--- src/common/tio_pkg.sv ---
// Purpose: constants and types of the timed i/o port block
// Assumes: 32-bit apb, one clock
// Notes:   register offsets are byte addresses
package tio_pkg;

  localparam int DATA_W = 32;   // transfer register width
  localparam int CB_N   = 6;    // clock blocks per tile
  localparam int CNT_W  = 16;   // port counter width

  // reference rate of clock block 0 (block 0 ticks every bus clock)
  localparam int REF_MHZ = 100;

  // register byte offsets
  localparam logic [7:0] OFS_CTRL   = 8'h00;
  localparam logic [7:0] OFS_DATA   = 8'h04;
  localparam logic [7:0] OFS_COND   = 8'h08;
  localparam logic [7:0] OFS_TIME   = 8'h0c;
  localparam logic [7:0] OFS_COUNT  = 8'h10;
  localparam logic [7:0] OFS_STAMP  = 8'h14;
  localparam logic [7:0] OFS_STATUS = 8'h18;
  localparam logic [7:0] OFS_CB     = 8'h20; // 0x20 + 4*n, n = 1..5

  // status bit positions
  localparam int ST_RXV  = 0;
  localparam int ST_TXF  = 1;
  localparam int ST_BUSY = 2;

  // control register, bit 0 is enable
  typedef struct packed {
    logic [2:0] cb_sel;        // clock block feeding the port
    logic       timed;         // wait for counter == time
    logic       cond_en;       // input waits for pin == cond
    logic       strobe_out_en; // drive strobe_out with data
    logic       strobe_in_en;  // qualify input by strobe_in
    logic       open_coll;     // open-collector output
    logic       dir_out;       // 1 output, 0 input
    logic       enable;
  } tio_ctrl_t;

  localparam tio_ctrl_t CTRL_RST = '0;

  // clock block configuration
  typedef struct packed {
    logic       src_pin; // count edges of clk_pin, else bus clock
    logic [7:0] div;     // tick every div+1 source events
  } tio_cbcfg_t;

  localparam tio_cbcfg_t CB_RST = '0;

endpackage : tio_pkg

--- src/design/tio_port.sv ---
// Purpose: timed i/o port with serializer, counter and clock blocks
// Assumes: inputs synchronous to clock; apb slave with one wait-free access
// Notes:   one port of parameter width; clock block 0 ticks every clock
//
// Overview of operation
// - port width is 1, 4, 8, 16 or 32 pins, moved as one unit
// - all pins of the port are inputs or all are outputs
// - port drives pins or samples them, optionally waiting on a pin condition
// - each software access to the port completes in one cycle
// - open collector per port: zero drives low, one floats
// - data passes through a shift stage and a transfer register
// - sixteen-bit counter controls when data moves to the transfer register
// - software may read the counter at any time
// - a transfer may be delayed until the counter reaches a set value
// - each transfer records the counter as a timestamp
// - an enabled link on shared pins disables the port pins
// - an enabled narrower port overrules this port on shared pins
// - unshared pins stay in use by the wider port
// - the port always transfers its full width
// - six clock blocks; block zero gives the reference clock
// - blocks other than zero run at programmable rates
// - a clock block can take a one-pin port as clock source
// - a pin-sourced clock block can divide the incoming clock
// - an incoming strobe qualifies input data
// - an outgoing strobe accompanies output data
// - after reset the port uses clock block zero
// - transfer ends become events sent to the scheduler
`timescale 1ns/1ps
`default_nettype none

module tio_port #(
  parameter int WIDTH = 32
) (
  // clock and reset
  input  wire logic             clock,
  input  wire logic             rst,
  // apb slave
  input  wire logic             psel,
  input  wire logic             penable,
  input  wire logic             pwrite,
  input  wire logic [7:0]       paddr,
  input  wire logic [31:0]      pwdata,
  output logic      [31:0]      prdata,
  output logic                  pready,
  output logic                  pslverr,
  // pins
  input  wire logic [WIDTH-1:0] pin_in,
  output logic      [WIDTH-1:0] pin_out,
  output logic      [WIDTH-1:0] pin_oe,
  input  wire logic             clk_pin,
  input  wire logic             strobe_in,
  output logic                  strobe_out,
  // pin sharing
  input  wire logic             link_en,
  input  wire logic [WIDTH-1:0] narrow_mask,
  // scheduler
  output logic                  port_event
);

  localparam int DW     = tio_pkg::DATA_W;
  localparam int SHIFTS = DW / WIDTH;
  localparam logic [5:0] LAST = 6'(SHIFTS - 1);
  localparam bit WIDTH_OK = (WIDTH == 1) || (WIDTH == 4) || (WIDTH == 8)
                         || (WIDTH == 16) || (WIDTH == 32);

  typedef enum logic [1:0] {TIO_IDLE, TIO_WAIT, TIO_SHIFT} tio_state_t;

  tio_pkg::tio_ctrl_t              ctrl;
  tio_pkg::tio_cbcfg_t             cb_cfg [tio_pkg::CB_N];
  logic [7:0]                      cb_cnt [tio_pkg::CB_N];
  logic [tio_pkg::CB_N-1:0]        cb_tick;
  logic [tio_pkg::CB_N-1:1]        cb_tick_hi;
  logic                            clk_pin_prev;
  logic [tio_pkg::CNT_W-1:0]       count;
  logic [tio_pkg::CNT_W-1:0]       time_tgt;
  logic [tio_pkg::CNT_W-1:0]       stamp;
  logic [WIDTH-1:0]                cond_val;
  logic [DW-1:0]                   tx_data;
  logic                            tx_full;
  logic [DW-1:0]                   rx_data;
  logic                            rx_valid;
  logic [DW-1:0]                   shreg;
  logic [5:0]                      nsh;
  logic [WIDTH-1:0]                pin_val;
  logic [WIDTH-1:0]                drv_val;
  tio_state_t                      st;
  logic                            tick;
  logic                            start_ok;
  logic                            beat;
  logic                            done;
  logic                            load;
  logic                            setup;
  logic                            ctrl_wr;
  logic                            wr_acc;
  logic                            rd_acc;
  logic [DW+WIDTH-1:0]             in_cat;

  // register index of a clock block offset, 0 when not a block
  function automatic logic [2:0] cb_index(input logic [7:0] a);
    logic [7:0] d;
    d = a - tio_pkg::OFS_CB;
    if (a >= tio_pkg::OFS_CB && d[1:0] == 2'h0 && d[7:2] >= 6'h01
        && d[7:2] < 6'(tio_pkg::CB_N))
      return d[4:2];
    return 3'h0;
  endfunction : cb_index

  // bus phase decode
  assign setup  = psel & ~penable;
  assign wr_acc = psel & penable & pready & pwrite;
  assign rd_acc = psel & penable & pready & ~pwrite;
  assign ctrl_wr = wr_acc && paddr == tio_pkg::OFS_CTRL; // reconfiguring aborts a transfer

  // selected clock block tick; block 0 ticks on every clock
  assign tick = (ctrl.cb_sel < 3'(tio_pkg::CB_N)) ? cb_tick[ctrl.cb_sel]
                                                  : 1'b0;

  // transfer may begin: time, pin condition and strobe all agree
  assign start_ok = (!ctrl.timed || count == time_tgt)
                 && (ctrl.dir_out || !ctrl.cond_en
                     || pin_in == cond_val)
                 && (ctrl.dir_out || !ctrl.strobe_in_en
                     || strobe_in);

  // one beat of the serializer on a port tick
  assign beat = tick && ctrl.enable && !link_en && !ctrl_wr
             && ((st == TIO_WAIT && start_ok)
              || (st == TIO_SHIFT && (ctrl.dir_out || !ctrl.strobe_in_en
                                      || strobe_in)));
  assign done = beat && nsh == LAST;
  assign load = st == TIO_IDLE && ctrl.enable && !link_en
             && ctrl.dir_out && tx_full && !ctrl_wr;
  assign in_cat = {pin_in, shreg};
  // pins show a beat's chunk together with its strobe
  assign drv_val = (beat && ctrl.dir_out) ? shreg[WIDTH-1:0] : pin_val;

  // clock block 0 follows the reference clock
  assign cb_tick = {cb_tick_hi, 1'b1};

  // clock blocks 1..5: source pin edge or bus clock, then divide
  always_ff @(posedge clock) begin
    if (rst) begin
      clk_pin_prev <= 1'b0;
      cb_tick_hi   <= '0;
      for (int k = 0; k < tio_pkg::CB_N; k++) begin
        cb_cnt[k] <= 8'h00;
      end
    end else begin
      clk_pin_prev <= clk_pin;
      for (int k = 1; k < tio_pkg::CB_N; k++) begin
        cb_tick_hi[k] <= 1'b0;
        if (!cb_cfg[k].src_pin || (clk_pin && !clk_pin_prev)) begin
          if (cb_cnt[k] >= cb_cfg[k].div) begin
            cb_cnt[k]     <= 8'h00;
            cb_tick_hi[k] <= 1'b1;
          end else begin
            cb_cnt[k] <= cb_cnt[k] + 8'h01;
          end
        end
      end
    end
  end
  // port counter advances per tick and wraps
  always_ff @(posedge clock) begin
    if (rst) begin
      count <= '0;
    end else if (tick) begin
      count <= count + 16'h0001;
    end
  end

  // serializer state machine
  always_ff @(posedge clock) begin
    if (rst) begin
      st      <= TIO_IDLE;
      shreg   <= '0;
      nsh     <= 6'h00;
      pin_val <= '0;
      stamp   <= '0;
    end else begin
      case (st)
        TIO_IDLE: begin
          nsh <= 6'h00;
          if (load) begin
            shreg <= tx_data;
            st    <= TIO_WAIT;
          end else if (ctrl.enable && !link_en && !ctrl.dir_out && !ctrl_wr) begin
            st <= TIO_WAIT;
          end
        end
        TIO_WAIT, TIO_SHIFT: begin
          if (!ctrl.enable || link_en || ctrl_wr) begin
            st <= TIO_IDLE;
          end else if (beat) begin
            if (st == TIO_WAIT) begin
              stamp <= count;
            end
            if (ctrl.dir_out) begin
              pin_val <= shreg[WIDTH-1:0];
              shreg   <= shreg >> WIDTH;
            end else begin
              shreg <= in_cat[DW+WIDTH-1:WIDTH];
            end
            nsh <= nsh + 6'h01;
            st  <= done ? TIO_IDLE : TIO_SHIFT;
          end
        end
        default: st <= TIO_IDLE;
      endcase
    end
  end

  // transfer register toward the core, set wins over read clear
  always_ff @(posedge clock) begin
    if (rst) begin
      rx_data  <= '0;
      rx_valid <= 1'b0;
    end else if (done && !ctrl.dir_out) begin
      rx_data  <= in_cat[DW+WIDTH-1:WIDTH];
      rx_valid <= 1'b1;
    end else if (rd_acc && paddr == tio_pkg::OFS_DATA) begin
      rx_valid <= 1'b0;
    end
  end

  // transfer register from the core, a write while full is ignored unless a load empties it in that cycle
  always_ff @(posedge clock) begin
    if (rst) begin
      tx_data <= '0;
      tx_full <= 1'b0;
    end else if (wr_acc && paddr == tio_pkg::OFS_DATA
                 && (!tx_full || load)) begin
      tx_data <= pwdata;
      tx_full <= 1'b1;
    end else if (load) begin
      tx_full <= 1'b0;
    end
  end

  // pin drivers: direction, open collector, link and narrower port
  always_ff @(posedge clock) begin
    if (rst) begin
      pin_out <= '0;
      pin_oe  <= '0;
    end else begin
      for (int i = 0; i < WIDTH; i++) begin
        if (!ctrl.enable || !ctrl.dir_out || link_en
            || narrow_mask[i]) begin
          pin_out[i] <= 1'b0;
          pin_oe[i]  <= 1'b0;
        end else if (ctrl.open_coll) begin
          pin_out[i] <= 1'b0;
          pin_oe[i]  <= !drv_val[i];
        end else begin
          pin_out[i] <= drv_val[i];
          pin_oe[i]  <= 1'b1;
        end
      end
    end
  end

  // outgoing strobe with each output beat, event at end of transfer
  always_ff @(posedge clock) begin
    if (rst) begin
      strobe_out <= 1'b0;
      port_event <= 1'b0;
    end else begin
      if (tick) begin
        strobe_out <= beat && ctrl.dir_out && ctrl.strobe_out_en;
      end
      port_event <= done;
    end
  end

  // software writes to control and clock block registers
  always_ff @(posedge clock) begin
    if (rst) begin
      ctrl     <= tio_pkg::CTRL_RST;
      time_tgt <= '0;
      cond_val <= '0;
      for (int k = 0; k < tio_pkg::CB_N; k++) begin
        cb_cfg[k] <= tio_pkg::CB_RST;
      end
    end else if (wr_acc) begin
      case (paddr)
        tio_pkg::OFS_CTRL: ctrl     <= pwdata[$bits(ctrl)-1:0];
        tio_pkg::OFS_TIME: time_tgt <= pwdata[15:0];
        tio_pkg::OFS_COND: cond_val <= pwdata[WIDTH-1:0];
        default: begin
          if (cb_index(paddr) != 3'h0) begin
            cb_cfg[cb_index(paddr)] <= pwdata[8:0];
          end
        end
      endcase
    end
  end

  // apb answer: ready in the first access cycle
  always_ff @(posedge clock) begin
    if (rst) begin
      pready  <= 1'b0;
      pslverr <= 1'b0;
      prdata  <= '0;
    end else begin
      pready  <= setup;
      pslverr <= 1'b0;
      prdata  <= '0;
      if (setup) begin
        case (paddr)
          tio_pkg::OFS_CTRL:   prdata <= 32'(ctrl);
          tio_pkg::OFS_DATA:   prdata <= rx_data;
          tio_pkg::OFS_COND:   prdata <= 32'(cond_val);
          tio_pkg::OFS_TIME:   prdata <= 32'(time_tgt);
          tio_pkg::OFS_COUNT:  prdata <= 32'(count);
          tio_pkg::OFS_STAMP:  prdata <= 32'(stamp);
          tio_pkg::OFS_STATUS: begin
            prdata[tio_pkg::ST_RXV]  <= rx_valid;
            prdata[tio_pkg::ST_TXF]  <= tx_full;
            prdata[tio_pkg::ST_BUSY] <= st != TIO_IDLE;
          end
          default: begin
            if (cb_index(paddr) != 3'h0) begin
              prdata <= 32'(cb_cfg[cb_index(paddr)]);
            end else begin
              pslverr <= 1'b1;
            end
          end
        endcase
      end
    end
  end

  // checks
  AST_WIDTH: assert property (@(posedge clock) WIDTH_OK)
    else $error("illegal port width");

  AST_DIR: assert property (@(posedge clock) disable iff (rst)
    pin_oe != '0 |-> $past(ctrl.dir_out))
    else $error("input port drove its pins");

  AST_PREADY: assert property (@(posedge clock) disable iff (rst)
    setup |=> pready && !$past(pready))
    else $error("access not answered in one cycle");

  AST_OC: assert property (@(posedge clock) disable iff (rst)
    $past(ctrl.open_coll) |-> (pin_out & pin_oe) == '0)
    else $error("open collector drove a one");

  AST_CNT: assert property (@(posedge clock) disable iff (rst)
    !rst && tick |=> count == $past(count) + 16'h0001)
    else $error("counter missed a tick");

  AST_TIMED: assert property (@(posedge clock) disable iff (rst)
    beat && st == TIO_WAIT && ctrl.timed |-> count == time_tgt)
    else $error("timed transfer started early");

  AST_STAMP: assert property (@(posedge clock) disable iff (rst)
    beat && st == TIO_WAIT |=> stamp == $past(count))
    else $error("timestamp not taken");

  AST_LINK: assert property (@(posedge clock) disable iff (rst)
    link_en |=> pin_oe == '0)
    else $error("port drove pins under link");

  AST_NARROW: assert property (@(posedge clock) disable iff (rst)
    1'b1 |=> (pin_oe & $past(narrow_mask)) == '0)
    else $error("wider port drove a shared pin");

  AST_EVT: assert property (@(posedge clock) disable iff (rst)
    done |=> port_event ##1 !port_event)
    else $error("event not sent once");

  AST_RST: assert property (@(posedge clock)
    $past(rst) && !rst |-> ctrl.cb_sel == 3'h0)
    else $error("port not on clock block 0");

endmodule : tio_port

`default_nettype wire

--- config.mk ---
export PLATFORM = sky130hd
export DESIGN_NAME = tio_port
export DESIGN_NICKNAME = d
export VERILOG_FILES = /design/src/common/tio_pkg.sv /design/src/design/tio_port.sv
export SDC_FILE = /design/constraint.sdc
export NUM_CORES = 1
export LEC_CHECK = 0
export ABC_AREA = 1
export BUFFER_PORTS_ARGS = -buffer_cell sky130_fd_sc_hd__buf_2
export CAP_MARGIN = 30
export CORE_ASPECT_RATIO = 1.75
export CORE_UTILIZATION = 64
export DETAILED_ROUTE_END_ITERATION = 10
export PLACE_DENSITY = 0.86
export SLEW_MARGIN = 5
export SYNTH_ARGS = -nofsm -noshare
export SYNTH_HDL_FRONTEND = slang
export SYNTH_SLANG_ARGS = --single-unit
--- constraint.sdc ---
create_clock -name clock -period 5.2 [get_ports clock]
set_input_delay 0.52 -clock clock [delete_from_list [all_inputs] [get_ports clock]]
set_output_delay 0.52 -clock clock [all_outputs]
set_load 0.05 [all_outputs]
Yosys cells after proc, flatten, opt, wreduce, memory -nomap -nowiden
Memory sizes are Yosys's and may differ from the RTL's.
Index checks and enable logic that the tools add are counted.
{"block": "totals", "n_memories": 2, "output_inout_bits": 100, "ram_bits": 102, "ff_bits": 334}
{"name": "cb_cfg", "words": 6, "word_bits": 9, "read_ports": 6, "rd_ports_with_merged_regs": 0, "write_ports": 6, "line": "tio_port.sv:69", "text": "tio_pkg::tio_cbcfg_t cb_cfg [tio_pkg::CB_N];"}
{"name": "cb_cnt", "words": 6, "word_bits": 8, "read_ports": 5, "rd_ports_with_merged_regs": 0, "write_ports": 6, "line": "tio_port.sv:70", "text": "logic [7:0] cb_cnt [tio_pkg::CB_N];"}
{"block": "classes", "n_reduce_logical": 210, "muxes": 152, "eq_ne": 15, "addsub": 8, "order_cmp": 10, "bitwise": 19}
{"operator": "29-bit one-hot mux with 7 select lines", "count": 1}
{"operator": "32-bit 2-to-1 mux", "count": 5}
{"operator": "1-bit 2-to-1 mux", "count": 102}
{"operator": "3-bit OR reduction", "count": 33}
{"operator": "8-bit 2-to-1 mux", "count": 10}
{"operator": "2-bit OR reduction", "count": 34}
{"operator": "32-bit one-hot mux with 2 select lines", "count": 1}
{"operator": "3-bit 2-to-1 mux", "count": 20}
{"operator": "1-bit logical OR", "count": 48}
{"operator": "1-bit zero test", "count": 46}
{"operator": "8-bit by 1-bit adder with 8-bit output, second input constant", "count": 5}
{"operator": "8-bit >= comparator", "count": 5}
{"operator": "32-bit equality test", "count": 1}
{"operator": "1-bit logical AND", "count": 28}
{"operator": "8-bit by 5-bit equality test with 1-bit output, second input constant", "count": 3}
{"operator": "3-bit one-hot mux with 7 select lines", "count": 1}
{"operator": "9-bit 2-to-1 mux", "count": 2}
{"operator": "9-bit OR reduction", "count": 2}
{"operator": "16-bit by 1-bit adder with 16-bit output, second input constant", "count": 1}
{"operator": "16-bit equality test", "count": 1}
{"operator": "8-bit by 4-bit equality test with 1-bit output, second input constant", "count": 2}
{"operator": "6-bit 2-to-1 mux", "count": 2}
{"operator": "6-bit one-hot mux with 2 select lines", "count": 1}
{"operator": "4-bit AND reduction", "count": 3}
{"operator": "other kinds (27)", "count": 57}

Longest topological paths before layout
An unclocked memory read counts as a cell.
{"block": "logic_depth", "ltp_word": 26, "depth_mapped": 18}

Worst setup path before layout
No wires, ideal clock.
{"block": "synth_timing", "path_type": "input -> register", "startpoint": "input port paddr[3]", "endpoint": "memory cb_cfg[2][0] (netlist bit) (enable)", "setup_slack_ns": 2.782, "arrival_time_ns": 2.084, "setup_ns": 0.334, "n_path_buf": 2, "path_stages": 9, "path_cell_list": "buf_4 nor2_2 inv_2 o21ai_0 nor2_1 nand2_1 clkbuf_1 nand3_1 nand2_1"}
{"element": "start, declared", "line": "tio_port.sv:41", "text": "input wire logic [7:0] paddr,"}
{"element": "end, declared", "line": "tio_port.sv:69"}

Worst setup path in the final report
{"block": "layout_timing", "startpoint": "register count[9] (netlist bit)", "endpoint": "register pin_val[3]"}
{"block": "layout_via", "elab_chain_cells": 8}
{"element": "start, declared", "line": "tio_port.sv:74", "text": "logic [tio_pkg::CNT_W-1:0] count;"}
{"element": "start signal, assigned", "line": "tio_port.sv:168", "text": "count <= count + 16'h0001;"}
{"element": "16-bit equality test", "line": "tio_port.sv:119", "text": "assign start_ok = (!ctrl.timed || count == time_tgt)"}
{"element": "1-bit logical OR", "line": "tio_port.sv:119"}
{"element": "1-bit logical AND", "line": "tio_port.sv:120", "text": "&& (ctrl.dir_out || !ctrl.cond_en"}
{"element": "1-bit logical AND", "line": "tio_port.sv:122", "text": "&& (ctrl.dir_out || !ctrl.strobe_in_en"}
{"element": "1-bit logical AND", "line": "tio_port.sv:127", "text": "&& ((st == TIO_WAIT && start_ok)"}
{"element": "1-bit logical OR", "line": "tio_port.sv:128", "text": "|| (st == TIO_SHIFT && (ctrl.dir_out || !ctrl.strobe_in_en"}
{"element": "1-bit logical AND", "line": "tio_port.sv:127"}
{"element": "4-bit AND reduction (no line)"}
{"element": "end signal, assigned", "line": "tio_port.sv:199", "text": "pin_val <= shreg[WIDTH-1:0];"}
{"element": "end, declared", "line": "tio_port.sv:84", "text": "logic [WIDTH-1:0] pin_val;"}
Every way passes these cells.
A chain may end at the register's enable or synchronous reset.

==> results.toml <==
[logic_synthesis]
yosysTopAreaCellShare = 0.336
synth_most_common_cell = "nand2_1"
syn_area_um2 = 19900
ys_ff_latch = 419
synth_area_leaders = "dfxtp_1 (34%), edfxtp_1 (13%), nand2_1 (10%), inv_1 (7.4%), nor2_1 (6.5%)"
synth_area_leader_cell = "dfxtp_1"
async_flop_share = 0
yosys_warnings = 0
synthFlopType = "dfxtp_1"
synth.net_count = 2853
avgSynthCellArea_um2 = 7.41
synth_cells = 2689
synth_commonest_cells = "nand2_1 (536), inv_1 (395), nor2_1 (346), dfxtp_1 (334), a21oi_1 (207)"
synth_edf_count = 85
synth.yosys.seq_area_share = 0.464
synth.distinct_cells = 49

[setup_path]
r2r-end = "pin_val[3]"
critPathRequiredTime_ns = 5.60
cp_max_fo = 64
critical_path_class = "flop to flop"
r2r_start = "count[9]"
cp_top_family = "simple AND/OR/NAND/NOR gates"
worstSetupStartpointType = "flop"
path_buf_inv = 1
r2r_cells = 13
worst_setup_path_end_kind = "flop"
slowest_stage = "nand4_4"
cp.arrival_ns = 3.98
r2r_slack_ns = 1.62
path_common_cell = "nand2_1"
path_cells = "inv_1 -> nand2_1 -> nand2_1 -> nor2_1 -> nand2_1 -> nor2_1 -> nand2_1 -> a21oi_1 -> nand2_1 -> nand2_2 -> nand4_4 -> o21ai_0 -> nor2_1"
critPathMaxStageDelay_ns = 0.84

[final_layout]
drive_above_1_share = 0.121
area_delta_synth_final_pct = 12.2
nNetsFinal = 2994
final_util = 0.728
final_area_um2 = 22400

[sta]
tightest_slew_ns = 0.879
holdWs_ns = 0.162
final.period_utilization = 0.689
finalHoldViolations = 0
fin_worst_skew_ns = 0.0190
slew_headroom = 0.411
tns_ns = 0
layout_min_cycle_time_ns = 3.58
setup_viol = 0
slew_viol_final = 0
fmaxAchievable_mhz = 279
rsz0062_at_grt = "no"

[power]
internal_power_w = 0.00541
p_sw_w = 0.00225
pwr-share-seq = 0.465
cellLeakagePower_nw = 9.76
p_sw_frac = 0.294
max-vdd-ir-drop_v = 0.000393
pwr-share-comb = 0.159
p_per_area_nw_per_um2 = 342
fin_total_pwr_w = 0.00765
p_clk_frac = 0.375

[placed_design]
place.gp.congestion = 0.973
io_buffers = 211
postPlaceCellArea_um2 = 21100
place_hpwl_um = 40700

[clock_tree]
cts_num_sinks = 419
cts_hold_buf = 0
cts_buffers = 38
clkTransAtPathRegs_ns = 0.07
postCtsSetupBuffers = 0
cts_tree = "built"
postCtsResizedCells = 0
htreeDepth = 2
root_buffer = "clkbuf_16"
clk_latency_ns = 0.55
cts_buffer_depth = 3

[drt]
vias = 18620
drc = 0
dr.pass1.iters = 8
drt-vias-per-instance = 5.73
drt_iter0_markers = 1748
wire_per_inst_um = 17.6
antenna_left = 0
routed_wl_um = 57100

[grt]
grt_pass1_wl_um = 90800
grtUsageTotal = 0.362
antenna_found_initial = 1
grt_max_degree = 74
grt_pass1_vias = 18034
grt_overflow = 0

[die]
dieArea_um2 = 31900
num_rows = 85
core_um2 = 30700
die_y_um = 235
start_util = 0.648
die_w_um = 135
io_pins = 212

[min_path]
holdPathEnd = "pready"
hold_depth = 2
min-delay-start = "penable"
hp-class = "input port to flop"

[run_status]
status = "completed"

[job]
drv_cap = 0
-- cell families after synthesis --
kind of cell,count (synthesis),share of synthesized area
buffers and inverters,534,0.106
adder cells (fa/ha/maj),52,0.0326
flip-flops,419,0.464
XOR/XNOR,44,0.0193
AO/OA/AOI/OAI,474,0.129
AND/OR/NAND/NOR,1166,0.249
-- area by class of cell --
class	instances	area (µm²)
Clock buffer	56	1160
Antenna cell	1	2.50
Timing Repair Buffer	231	1260
Tap cell	391	489
Inverter	404	1520
Clock inverter	11	104
Multi-Input combinational cell	1736	8600
Sequential cell	419	9240
Fill cell	2405	8370
-- how the worst max path moves through the flow --
stage                     startpoint           end  slack, ns  cells after the start
after floorplan             paddr[3]  cb_cfg[2][0]       2.78                      9
after global placement      paddr[2]    pin_val[9]       1.55                     14
after detailed placement    paddr[2]    pin_val[3]       1.43                     14
after CTS                   count[9]    pin_val[3]       1.71                     13
after global routing       count[10]   pin_val[20]       1.18                     13
final                       count[9]    pin_val[3]       1.62                     13
-- cell usage in the layout, fill, tap and decap left out, types with 26 or more instances in the layout --
cell / count
dfxtp_1: 334
nand2_2: 32
ha_1: 52
buf_2: 211
nand4_1: 49
a21oi_1: 207
edfxtp_1: 85
nand3_1: 154
clkbuf_16: 41
nand2_1: 535
inv_1: 394
o21ai_0: 161
nor2_1: 345
xnor2_1: 26
-- through the flow --
stage,instances,setup WS (ns)
global route,3248,1.18
global placement,3177,1.55
finish,3249,1.62
detailed placement,3180,1.43
floorplan,2689,2.78
CTS,3247,1.71
-- layer usage --
metal | vias up | GRT usage | part of all wire
met1 | 8575 | 0.412 | 0.37
met4 | 2 | 0.243 | 0.072
met5 | - | 0 | 0.00019
li1 | 8900 | - | -
met3 | 254 | 0.0500 | 0.066
met2 | 889 | 0.621 | 0.50
-- worst reg2reg max path: cells and delay by family (launching register included) --
family / cells / cell delay (ns)
buffers and inverters: 1 / 0.12
flip-flops: 1 / 0.48
AND/OR/NAND/NOR: 10 / 2.20
AO/OA/AOI/OAI: 2 / 0.65
-- power groups by stage --
stage          Combinational (W)  Sequential [W]  Clock, W
6_report                 0.00122         0.00356   0.00287
3_3_place_gp             0.00114         0.00362         0
4_1_cts                  0.00120         0.00355   0.00288
5_1_grt                  0.00136         0.00357   0.00300
3_5_place_dp             0.00119         0.00362         0
2_1_floorplan           0.000919         0.00358         0
-- registers in the layout, summed over array words and instances (netlist names), 32 cells and up --
| name | flops |
|---|---|
| cb_cnt | 40 |
| cb_cfg | 45 |
| cond_val | 32 |
| shreg | 32 |
| tx_data | 32 |
| pin_val | 32 |
| prdata | 32 |
| pin_oe | 32 |
| pin_out | 32 |
| rx_data | 32 |
Note: power is estimated with default switching activity, not from simulation.
